$ cat config.mk
export PLATFORM = sky130hd
export DESIGN_NAME = t1_perf_counters
export DESIGN_NICKNAME = d
export VERILOG_FILES = /design/src/pkg/t1_perf_pkg.sv /design/src/rtl/one_second_timer.sv /design/src/rtl/t1_perf_counters.sv
export SDC_FILE = /design/constraint.sdc
export NUM_CORES = 1
export LEC_CHECK = 0
export ABC_AREA = 1
export BUFFER_PORTS_ARGS = -buffer_cell sky130_fd_sc_hd__buf_2
export CAP_MARGIN = 20
export CORE_MARGIN = 3
export CORE_UTILIZATION = 30
export CTS_BUF_LIST = sky130_fd_sc_hd__clkbuf_8
export DETAILED_ROUTE_END_ITERATION = 8
export GPL_ROUTABILITY_DRIVEN = 1
export PLACE_DENSITY = 0.45
export SLEW_MARGIN = 20
export SYNTH_ARGS = -nofsm -noshare
export SYNTH_HDL_FRONTEND = slang
export SYNTH_SLANG_ARGS = --single-unit
$ cat constraint.sdc
create_clock -name core_clk -period 6.8 [get_ports core_clk]
set_clock_uncertainty 0.05 [all_clocks]
set_input_delay 0.34 -clock core_clk [delete_from_list [all_inputs] [get_ports core_clk]]
set_output_delay 0.34 -clock core_clk [all_outputs]
set_load 0.05 [all_outputs]
$ cat src/pkg/t1_perf_pkg.sv
// constants and types for the T1 performance counters and interrupt masks
package t1_perf_pkg;

  // ****************************************
  // register map
  // ****************************************
  localparam logic [7:0] ADDR_LINE_HIGH = 8'h23;
  localparam logic [7:0] ADDR_LINE_LOW = 8'h24;
  localparam logic [7:0] ADDR_PATH_HIGH = 8'h25;
  localparam logic [7:0] ADDR_PATH_LOW = 8'h26;
  localparam logic [7:0] ADDR_MASK_SECOND = 8'h6F;
  localparam logic [7:0] ADDR_MASK_FIRST = 8'h7F;
  localparam logic [7:0] ADDR_STATUS_FIRST = 8'h70;
  localparam logic [7:0] ADDR_STATUS_SECOND = 8'h71;
  localparam logic [7:0] ADDR_CONFIG = 8'h72;

  // ****************************************
  // fields and reset values
  // ****************************************
  localparam int CFG_INTERVAL_BIT = 0;
  localparam int CFG_ZERO_SUB_BIT = 1;
  localparam int CFG_FRAMING_BIT = 2;
  localparam int CFG_ZERO_RUNS_BIT = 3;
  localparam int CFG_FS_COUNT_BIT = 4;
  localparam logic [7:0] CONFIG_WRITE_MASK = 8'h1F;
  localparam logic [7:0] CONFIG_RESET = 8'h00;
  localparam logic [7:0] MASK_RESET = 8'h00;
  localparam logic [7:0] STATUS_RESET = 8'h00;
  localparam int SECOND_TICK_BIT = 5;
  localparam int LINE_WIDTH = 16;
  localparam int PATH_WIDTH = 12;
  localparam logic [15:0] LINE_MAX = 16'hFFFF;
  localparam logic [15:0] PATH_MAX = 16'h0FFF;
  localparam logic [3:0] NIBBLE_ZERO = 4'h0;

  // ****************************************
  // interval timing, in received line bits
  // ****************************************
  localparam int LINE_RATE_BPS = 1544000;
  localparam int BITS_PER_MS = LINE_RATE_BPS / 1000;
  localparam int SEC_SHORT_MS = 999;
  localparam int SEC_LONG_MS = 1002;
  localparam int FAST_INTERVAL_MS = 42;
  localparam int SEC_SHORT_BITS = SEC_SHORT_MS * BITS_PER_MS;
  localparam int SEC_LONG_BITS = SEC_LONG_MS * BITS_PER_MS;
  localparam int FAST_INTERVAL_BITS = FAST_INTERVAL_MS * BITS_PER_MS;
  localparam int TIMER_WIDTH = 21;

  typedef enum {PHASE_FIRST, PHASE_SECOND, PHASE_LONG} sec_phase_t;

endpackage

$ cat src/rtl/one_second_timer.sv
// interval timer: one-second tick over a 3 s cycle and a 42 ms tick
`timescale 1ns/1ns
module one_second_timer
  import t1_perf_pkg::*;
#(
  parameter int SHORT_SEC_BITS = SEC_SHORT_BITS,
  parameter int LONG_SEC_BITS = SEC_LONG_BITS,
  parameter int FAST_BITS = FAST_INTERVAL_BITS
)
(
  // clock and reset
  input wire logic core_clk,
  input wire logic rst_n,
  // one pulse per received line bit
  input wire logic line_bit,
  // interval ticks
  output logic second_tick,
  output logic fast_tick
);

  logic [TIMER_WIDTH-1:0] sec_count;
  logic [TIMER_WIDTH-1:0] sec_limit;
  logic [TIMER_WIDTH-1:0] fast_count;
  sec_phase_t phase;

  // two short seconds then a long one keep the 3 s cycle exact
  always_comb
  begin
    sec_limit = (phase == PHASE_LONG) ? TIMER_WIDTH'(LONG_SEC_BITS - 1) : TIMER_WIDTH'(SHORT_SEC_BITS - 1);
  end

  always_ff @(posedge core_clk)
  begin
    if (!rst_n)
    begin
      sec_count <= '0;
      phase <= PHASE_FIRST;
      second_tick <= 1'b0;
    end
    else
    begin
      second_tick <= 1'b0;
      if (line_bit)
      begin
        if (sec_count == sec_limit)
        begin
          sec_count <= '0;
          second_tick <= 1'b1;
          unique case (phase)
            PHASE_FIRST: phase <= PHASE_SECOND;
            PHASE_SECOND: phase <= PHASE_LONG;
            PHASE_LONG: phase <= PHASE_FIRST;
          endcase
        end
        else
          sec_count <= sec_count + 1'h1;
      end
    end
  end

  always_ff @(posedge core_clk)
  begin
    if (!rst_n)
    begin
      fast_count <= '0;
      fast_tick <= 1'b0;
    end
    else
    begin
      fast_tick <= 1'b0;
      if (line_bit)
      begin
        if (fast_count == TIMER_WIDTH'(FAST_BITS - 1))
        begin
          fast_count <= '0;
          fast_tick <= 1'b1;
        end
        else
          fast_count <= fast_count + 1'h1;
      end
    end
  end
endmodule

$ cat src/rtl/t1_perf_counters.sv
// T1 receive error counters, interval latching and interrupt masks
`timescale 1ns/1ns
module t1_perf_counters
  import t1_perf_pkg::*;
#(
  parameter int SHORT_SEC_BITS = SEC_SHORT_BITS,
  parameter int LONG_SEC_BITS = SEC_LONG_BITS,
  parameter int FAST_BITS = FAST_INTERVAL_BITS
)
(
  // clock and reset
  input wire logic core_clk,
  input wire logic rst_n,
  // register port
  input wire logic [7:0] reg_addr,
  input wire logic [7:0] reg_wdata,
  input wire logic reg_write,
  input wire logic reg_read,
  output logic [7:0] reg_rdata,
  // receive line events
  input wire logic line_bit,
  input wire logic bpv_event,
  input wire logic bpv_in_codeword,
  input wire logic zero_run_16,
  input wire logic zero_run_8,
  input wire logic crc6_error,
  input wire logic ft_error,
  input wire logic fs_error,
  input wire logic receive_sync_lost,
  // status conditions, one pulse per occurrence
  input wire logic [7:0] first_status_events,
  input wire logic [7:0] second_status_events,
  // interrupt and timer
  output logic irq,
  output logic one_second_tick
);

  // ****************************************
  // saturating arithmetic
  // ****************************************
  function automatic logic [15:0] sat_add(
    input logic [15:0] value,
    input logic [1:0] step,
    input logic [15:0] limit
  );
    logic [16:0] sum;
    sum = {1'b0, value} + {15'h0000, step};
    if (sum > {1'b0, limit})
      sat_add = limit;
    else
      sat_add = sum[15:0];
  endfunction

  function automatic logic [1:0] add_bits(input logic a, input logic b);
    add_bits = {1'b0, a} + {1'b0, b};
  endfunction

  // ****************************************
  // declarations
  // ****************************************
  logic [7:0] mask_first;
  logic [7:0] mask_second;
  logic [7:0] status_first;
  logic [7:0] status_second;
  logic [7:0] config_bits;
  logic [LINE_WIDTH-1:0] line_acc;
  logic [LINE_WIDTH-1:0] line_latched;
  logic [PATH_WIDTH-1:0] path_acc;
  logic [PATH_WIDTH-1:0] path_latched;
  logic [LINE_WIDTH-1:0] next_line_total;
  logic [PATH_WIDTH-1:0] next_path_total;
  logic [1:0] line_step;
  logic [1:0] path_step;
  logic [7:0] tick_vec;
  logic second_tick;
  logic fast_tick;
  logic interval_update;
  logic interval_sel;
  logic zero_sub;
  logic esf_mode;
  logic zero_runs;
  logic fs_count;
  logic bpv_counts;
  logic zero_counts;
  logic rd_status_first;
  logic rd_status_second;
  logic irq_pending;

  // ****************************************
  // interval timer
  // ****************************************
  one_second_timer #(
    .SHORT_SEC_BITS(SHORT_SEC_BITS),
    .LONG_SEC_BITS(LONG_SEC_BITS),
    .FAST_BITS(FAST_BITS)
  ) u_timer (
    .core_clk(core_clk),
    .rst_n(rst_n),
    .line_bit(line_bit),
    .second_tick(second_tick),
    .fast_tick(fast_tick)
  );

  assign one_second_tick = second_tick;
  assign interval_sel = config_bits[CFG_INTERVAL_BIT];
  assign zero_sub = config_bits[CFG_ZERO_SUB_BIT];
  assign esf_mode = config_bits[CFG_FRAMING_BIT];
  assign zero_runs = config_bits[CFG_ZERO_RUNS_BIT];
  assign fs_count = config_bits[CFG_FS_COUNT_BIT];
  assign interval_update = interval_sel ? fast_tick : second_tick;

  // ****************************************
  // event selection
  // ****************************************
  always_comb
  begin
    // substituted code words carry intentional violations
    bpv_counts = bpv_event && !(zero_sub && bpv_in_codeword);
    zero_counts = zero_runs && (zero_sub ? zero_run_8 : zero_run_16);
    line_step = add_bits(bpv_counts, zero_counts);
  end

  always_comb
  begin
    if (receive_sync_lost)
      path_step = 2'h0;
    else if (esf_mode)
      path_step = add_bits(crc6_error, 1'b0);
    else
      path_step = add_bits(ft_error, fs_count && fs_error);
  end

  // the latched total includes events of the update cycle itself
  always_comb
  begin
    next_line_total = sat_add(line_acc, line_step, LINE_MAX);
    next_path_total = PATH_WIDTH'(sat_add({NIBBLE_ZERO, path_acc}, path_step, PATH_MAX));
  end

  // ****************************************
  // accumulators and latched counts
  // ****************************************
  always_ff @(posedge core_clk)
  begin
    if (!rst_n)
      line_acc <= '0;
    else if (interval_update)
      line_acc <= '0;
    else
      line_acc <= next_line_total;
  end

  always_ff @(posedge core_clk)
  begin
    if (!rst_n)
      path_acc <= '0;
    else if (interval_update)
      path_acc <= '0;
    else
      path_acc <= next_path_total;
  end

  // overwritten each interval; software must read in time
  always_ff @(posedge core_clk)
  begin
    if (!rst_n)
    begin
      line_latched <= '0;
      path_latched <= '0;
    end
    else if (interval_update)
    begin
      line_latched <= next_line_total;
      path_latched <= next_path_total;
    end
  end

  // ****************************************
  // control registers
  // ****************************************
  always_ff @(posedge core_clk)
  begin
    if (!rst_n)
    begin
      mask_first <= MASK_RESET;
      mask_second <= MASK_RESET;
      config_bits <= CONFIG_RESET;
    end
    else if (reg_write)
    begin
      if (reg_addr == ADDR_MASK_FIRST)
        mask_first <= reg_wdata;
      if (reg_addr == ADDR_MASK_SECOND)
        mask_second <= reg_wdata;
      if (reg_addr == ADDR_CONFIG)
        config_bits <= reg_wdata & CONFIG_WRITE_MASK;
    end
  end

  // ****************************************
  // sticky status and interrupt
  // ****************************************
  always_comb
  begin
    tick_vec = '0;
    tick_vec[SECOND_TICK_BIT] = second_tick;
    rd_status_first = reg_read && (reg_addr == ADDR_STATUS_FIRST);
    rd_status_second = reg_read && (reg_addr == ADDR_STATUS_SECOND);
  end

  // a new event in the clearing read's cycle stays set
  always_ff @(posedge core_clk)
  begin
    if (!rst_n)
    begin
      status_first <= STATUS_RESET;
      status_second <= STATUS_RESET;
    end
    else
    begin
      status_first <= (status_first & ~{8{rd_status_first}}) | first_status_events;
      status_second <= (status_second & ~{8{rd_status_second}}) | second_status_events | tick_vec;
    end
  end

  assign irq_pending = |(status_first & mask_first) || |(status_second & mask_second);

  always_ff @(posedge core_clk)
  begin
    if (!rst_n)
      irq <= 1'b0;
    else
      irq <= irq_pending;
  end

  // ****************************************
  // read data
  // ****************************************
  always_ff @(posedge core_clk)
  begin
    if (!rst_n)
      reg_rdata <= '0;
    else if (reg_read)
    begin
      case (reg_addr)
        ADDR_LINE_HIGH: reg_rdata <= line_latched[15:8];
        ADDR_LINE_LOW: reg_rdata <= line_latched[7:0];
        // upper nibble belongs to a counter not built here
        ADDR_PATH_HIGH: reg_rdata <= {NIBBLE_ZERO, path_latched[11:8]};
        ADDR_PATH_LOW: reg_rdata <= path_latched[7:0];
        ADDR_MASK_FIRST: reg_rdata <= mask_first;
        ADDR_MASK_SECOND: reg_rdata <= mask_second;
        ADDR_STATUS_FIRST: reg_rdata <= status_first;
        ADDR_STATUS_SECOND: reg_rdata <= status_second;
        ADDR_CONFIG: reg_rdata <= config_bits;
        default: reg_rdata <= '0;
      endcase
    end
    else
      reg_rdata <= '0;
  end
endmodule

==> metrics <==
Clock Power Share=0.423; post-layout util=0.348; routed wire length=20.1 mm; FF-to-FF setup slack=4.31 ns; WS Path Type=reg -> reg; most frequent cell after synthesis=nand2_1; max-slew violation count=0; #FFs+latches synth=148; die width=162 µm; total gr overflow=0; Initial Util=0.309; EDFF count, synth=0; Min-Delay Endpoint=status_second[3]; FP Rows=56; Async SR Flop Fraction=0; FF-to-FF path depth=11; CTS tree=done; largest net degree at the start of global routing=48; Mean Syn Cell Area=7.06 µm²; min Tclk post-route=2.49 ns; Worst VDD drop=0.0000984 V; Pre-antenna DRT Iters=5; average wire per standard cell=14.2 µm; FF-to-FF Start=config_bits[1]; synth top area cells=dfxtp_1 (40%), nand2_1 (12%), nor2_1 (6.8%), nand3_1 (6.6%), inv_1 (6.0%); startpoint types=register; status=finished clean; DR iter-0 viols=337; relative slew slack=0.455; library cells used by synthesis=36; leak pwr=3.46 nW; first-pass GRT wire length=32.5 mm; Ys Warns=0; layout cell share with drive strength beyond 1=0.125; endpoints failing hold=0; Hold Crit Class=in -> reg; placed wire-length estimate=15.2 mm; worst reg2reg endpoint=line_acc[8]; vias in the first global route=6279; Post-CTS Hold Fix Bufs=0; final setup TNS=0 ns; core footprint=0.0238 mm²; Maximum Capacitance Violations=0; top_reg_cell synth=dfxtp_1; top cells by count, synth=nand2_1 (231), dfxtp_1 (148), nor2_1 (132); clk slew on worst S/H paths=0.09 ns; initial antenna violation count=0; WP data arrival=2.84 ns; Min-Delay Startpoint=second_status_events[3]; Int Power=0.00124 W; Final Non-Filler Cells=1420; Reg power frac=0.530; Diodes inserted=0; setup bufs post-CTS=0; post-route ant nets=0; die area=0.0264 mm²; Area Growth Syn to Fin=12.6%; CTS Root Cell=clkbuf_8; pwr dens=203 mW/mm²; Final Cycle Share=0.367; RSZ-0062 raised after global routing=no; Synth area leader=dfxtp_1; via/cell ratio=4.65; H-tree Lvls=4; clk sinks=148; critical path required time=7.14 ns; Final nets=1143; switch share=0.257; part of the power in combinational logic=0.047; CTS Buffer Depth=2; hold path depth=3; Total GRT Usage=0.154; DR vias=6609; fin area=0.00826 mm²; Seq/Total Area, Yosys=0.404; Sw Pwr=0.000431 W; Port Buffers=54; Fillers=2628; worst skew pair latency=0.44 ns; Post-CTS Resized=0; critical path fanouts, max=26; Worst Max-Slew Pin Slew=0.817 ns; Remaining DRCs=0; area post-placement=0.00787 mm²; fmax=0.401 GHz; Worst Setup SP=config_bits[1]; Final Setup Violations=0; # IOs=55; Placed Cells=1388; top cell type's share of synthesized area=0.404; syn_nets=1095; Die Ht=162 µm; Final Wtd Congestion=0.790; Worst setup EP type=register; Syn Inst Count=1040; CTS Buf Count=17; Post-Syn Area=0.00734 mm²
==> worst max path at each step <==
| stage | to | slack [ns] | cells after the start |
|---|---|---|---|
| floorplan | path_acc[2] | 4.62 | 14 |
| global placement | line_latched[12] | 4.09 | 5 |
| detailed placement | line_acc[13] | 4.08 | 5 |
| CTS | line_acc[8] | 4.26 | 11 |
| global route | line_acc[8] | 4.05 | 11 |
| finish | line_acc[8] | 4.31 | 11 |
==> layout by cell type (no fill, tap or decap), drive strengths merged, types with 2 or more instances in the layout <==
cell        n
a21oi      71
a31oi      21
and2        3
buf        56
bufinv      2
clkbuf     18
clkinv      4
clkinvlp    3
dfxtp     148
fa          2
ha          8
inv       125
nand2     238
nand3     104
nand3b      4
nand4      27
nor2      155
nor3       23
o21ai      55
o21bai      4
xnor2       5
xor2       21
==> sequential cells by signal (all words and copies together) (netlist names), 8 cells and up <==
register and flops:
u_timer.fast_count 21, u_timer.sec_count 21, line_acc 16, line_latched 16, path_acc 12, path_latched 12, mask_first 8, mask_second 8
reg_rdata 8, status_first 8, status_second 8
==> logic make-up after synthesis <==
family,count (synthesis),share of synthesized area
AND/OR/NAND/NOR,556,0.353
flip-flops,148,0.404
XOR/XNOR,26,0.0310
buffers and inverters,147,0.0827
multiplexers,1,0.00136
adder cells (fa/ha/maj),10,0.0191
AO/OA/AOI/OAI,152,0.109
==> worst max-delay path, stage by stage (launching register included) <==
cell,delay (ns)
dfxtp_1,0.42
nor2_1,0.07
nor2_1,0.07
o21ai_0,0.11
fa_1,0.42
inv_1,0.07
ha_1,0.21
nand3_4,0.12
nor2_4,0.16
nand4_4,0.35
o21ai_0,0.24
and2_1,0.15
==> power groups by stage <==
| stage | logic, W | clock network (W) | registers, W |
|---|---|---|---|
| final | 0.0000785 | 0.000708 | 0.000888 |
| after global routing | 0.0000884 | 0.000767 | 0.000890 |
| after CTS | 0.0000789 | 0.000738 | 0.000888 |
| after detailed placement | 0.0000788 | 0 | 0.000908 |
| after global placement | 0.0000788 | 0 | 0.000908 |
| after floorplan | 0.0000486 | 0 | 0.000905 |
==> stage by stage <==
step	total power [W]	setup slack, ns	hold slack [ns]
floorplan	0.000953	4.62	0.376
finish	0.00167	4.31	0.0486
CTS	0.00170	4.26	0.00340
detailed placement	0.000987	4.08	0.406
global placement	0.000987	4.09	0.403
global route	0.00174	4.05	0.0211
==> layer usage <==
layer / share of wire / track usage / up-vias
met4: 0.0074 / 0.0326 / 0
met3: 0.032 / 0.0264 / 12
met5: 0 / 0 / -
met1: 0.51 / 0.216 / 3004
met2: 0.46 / 0.251 / 106
li1: - / - / 3487
==> cell type report <==
class,instances,area (µm²),area share
inverters,120,450,0.0545
multi-input cells,745,3770,0.456
well taps,319,399,0.0483
repair buffers,56,285,0.0345
clock inverters,14,150,0.0182
flip-flops and latches,148,2960,0.359
clock buffers,18,248,0.0300
Power figures use the tool's default switching activity.
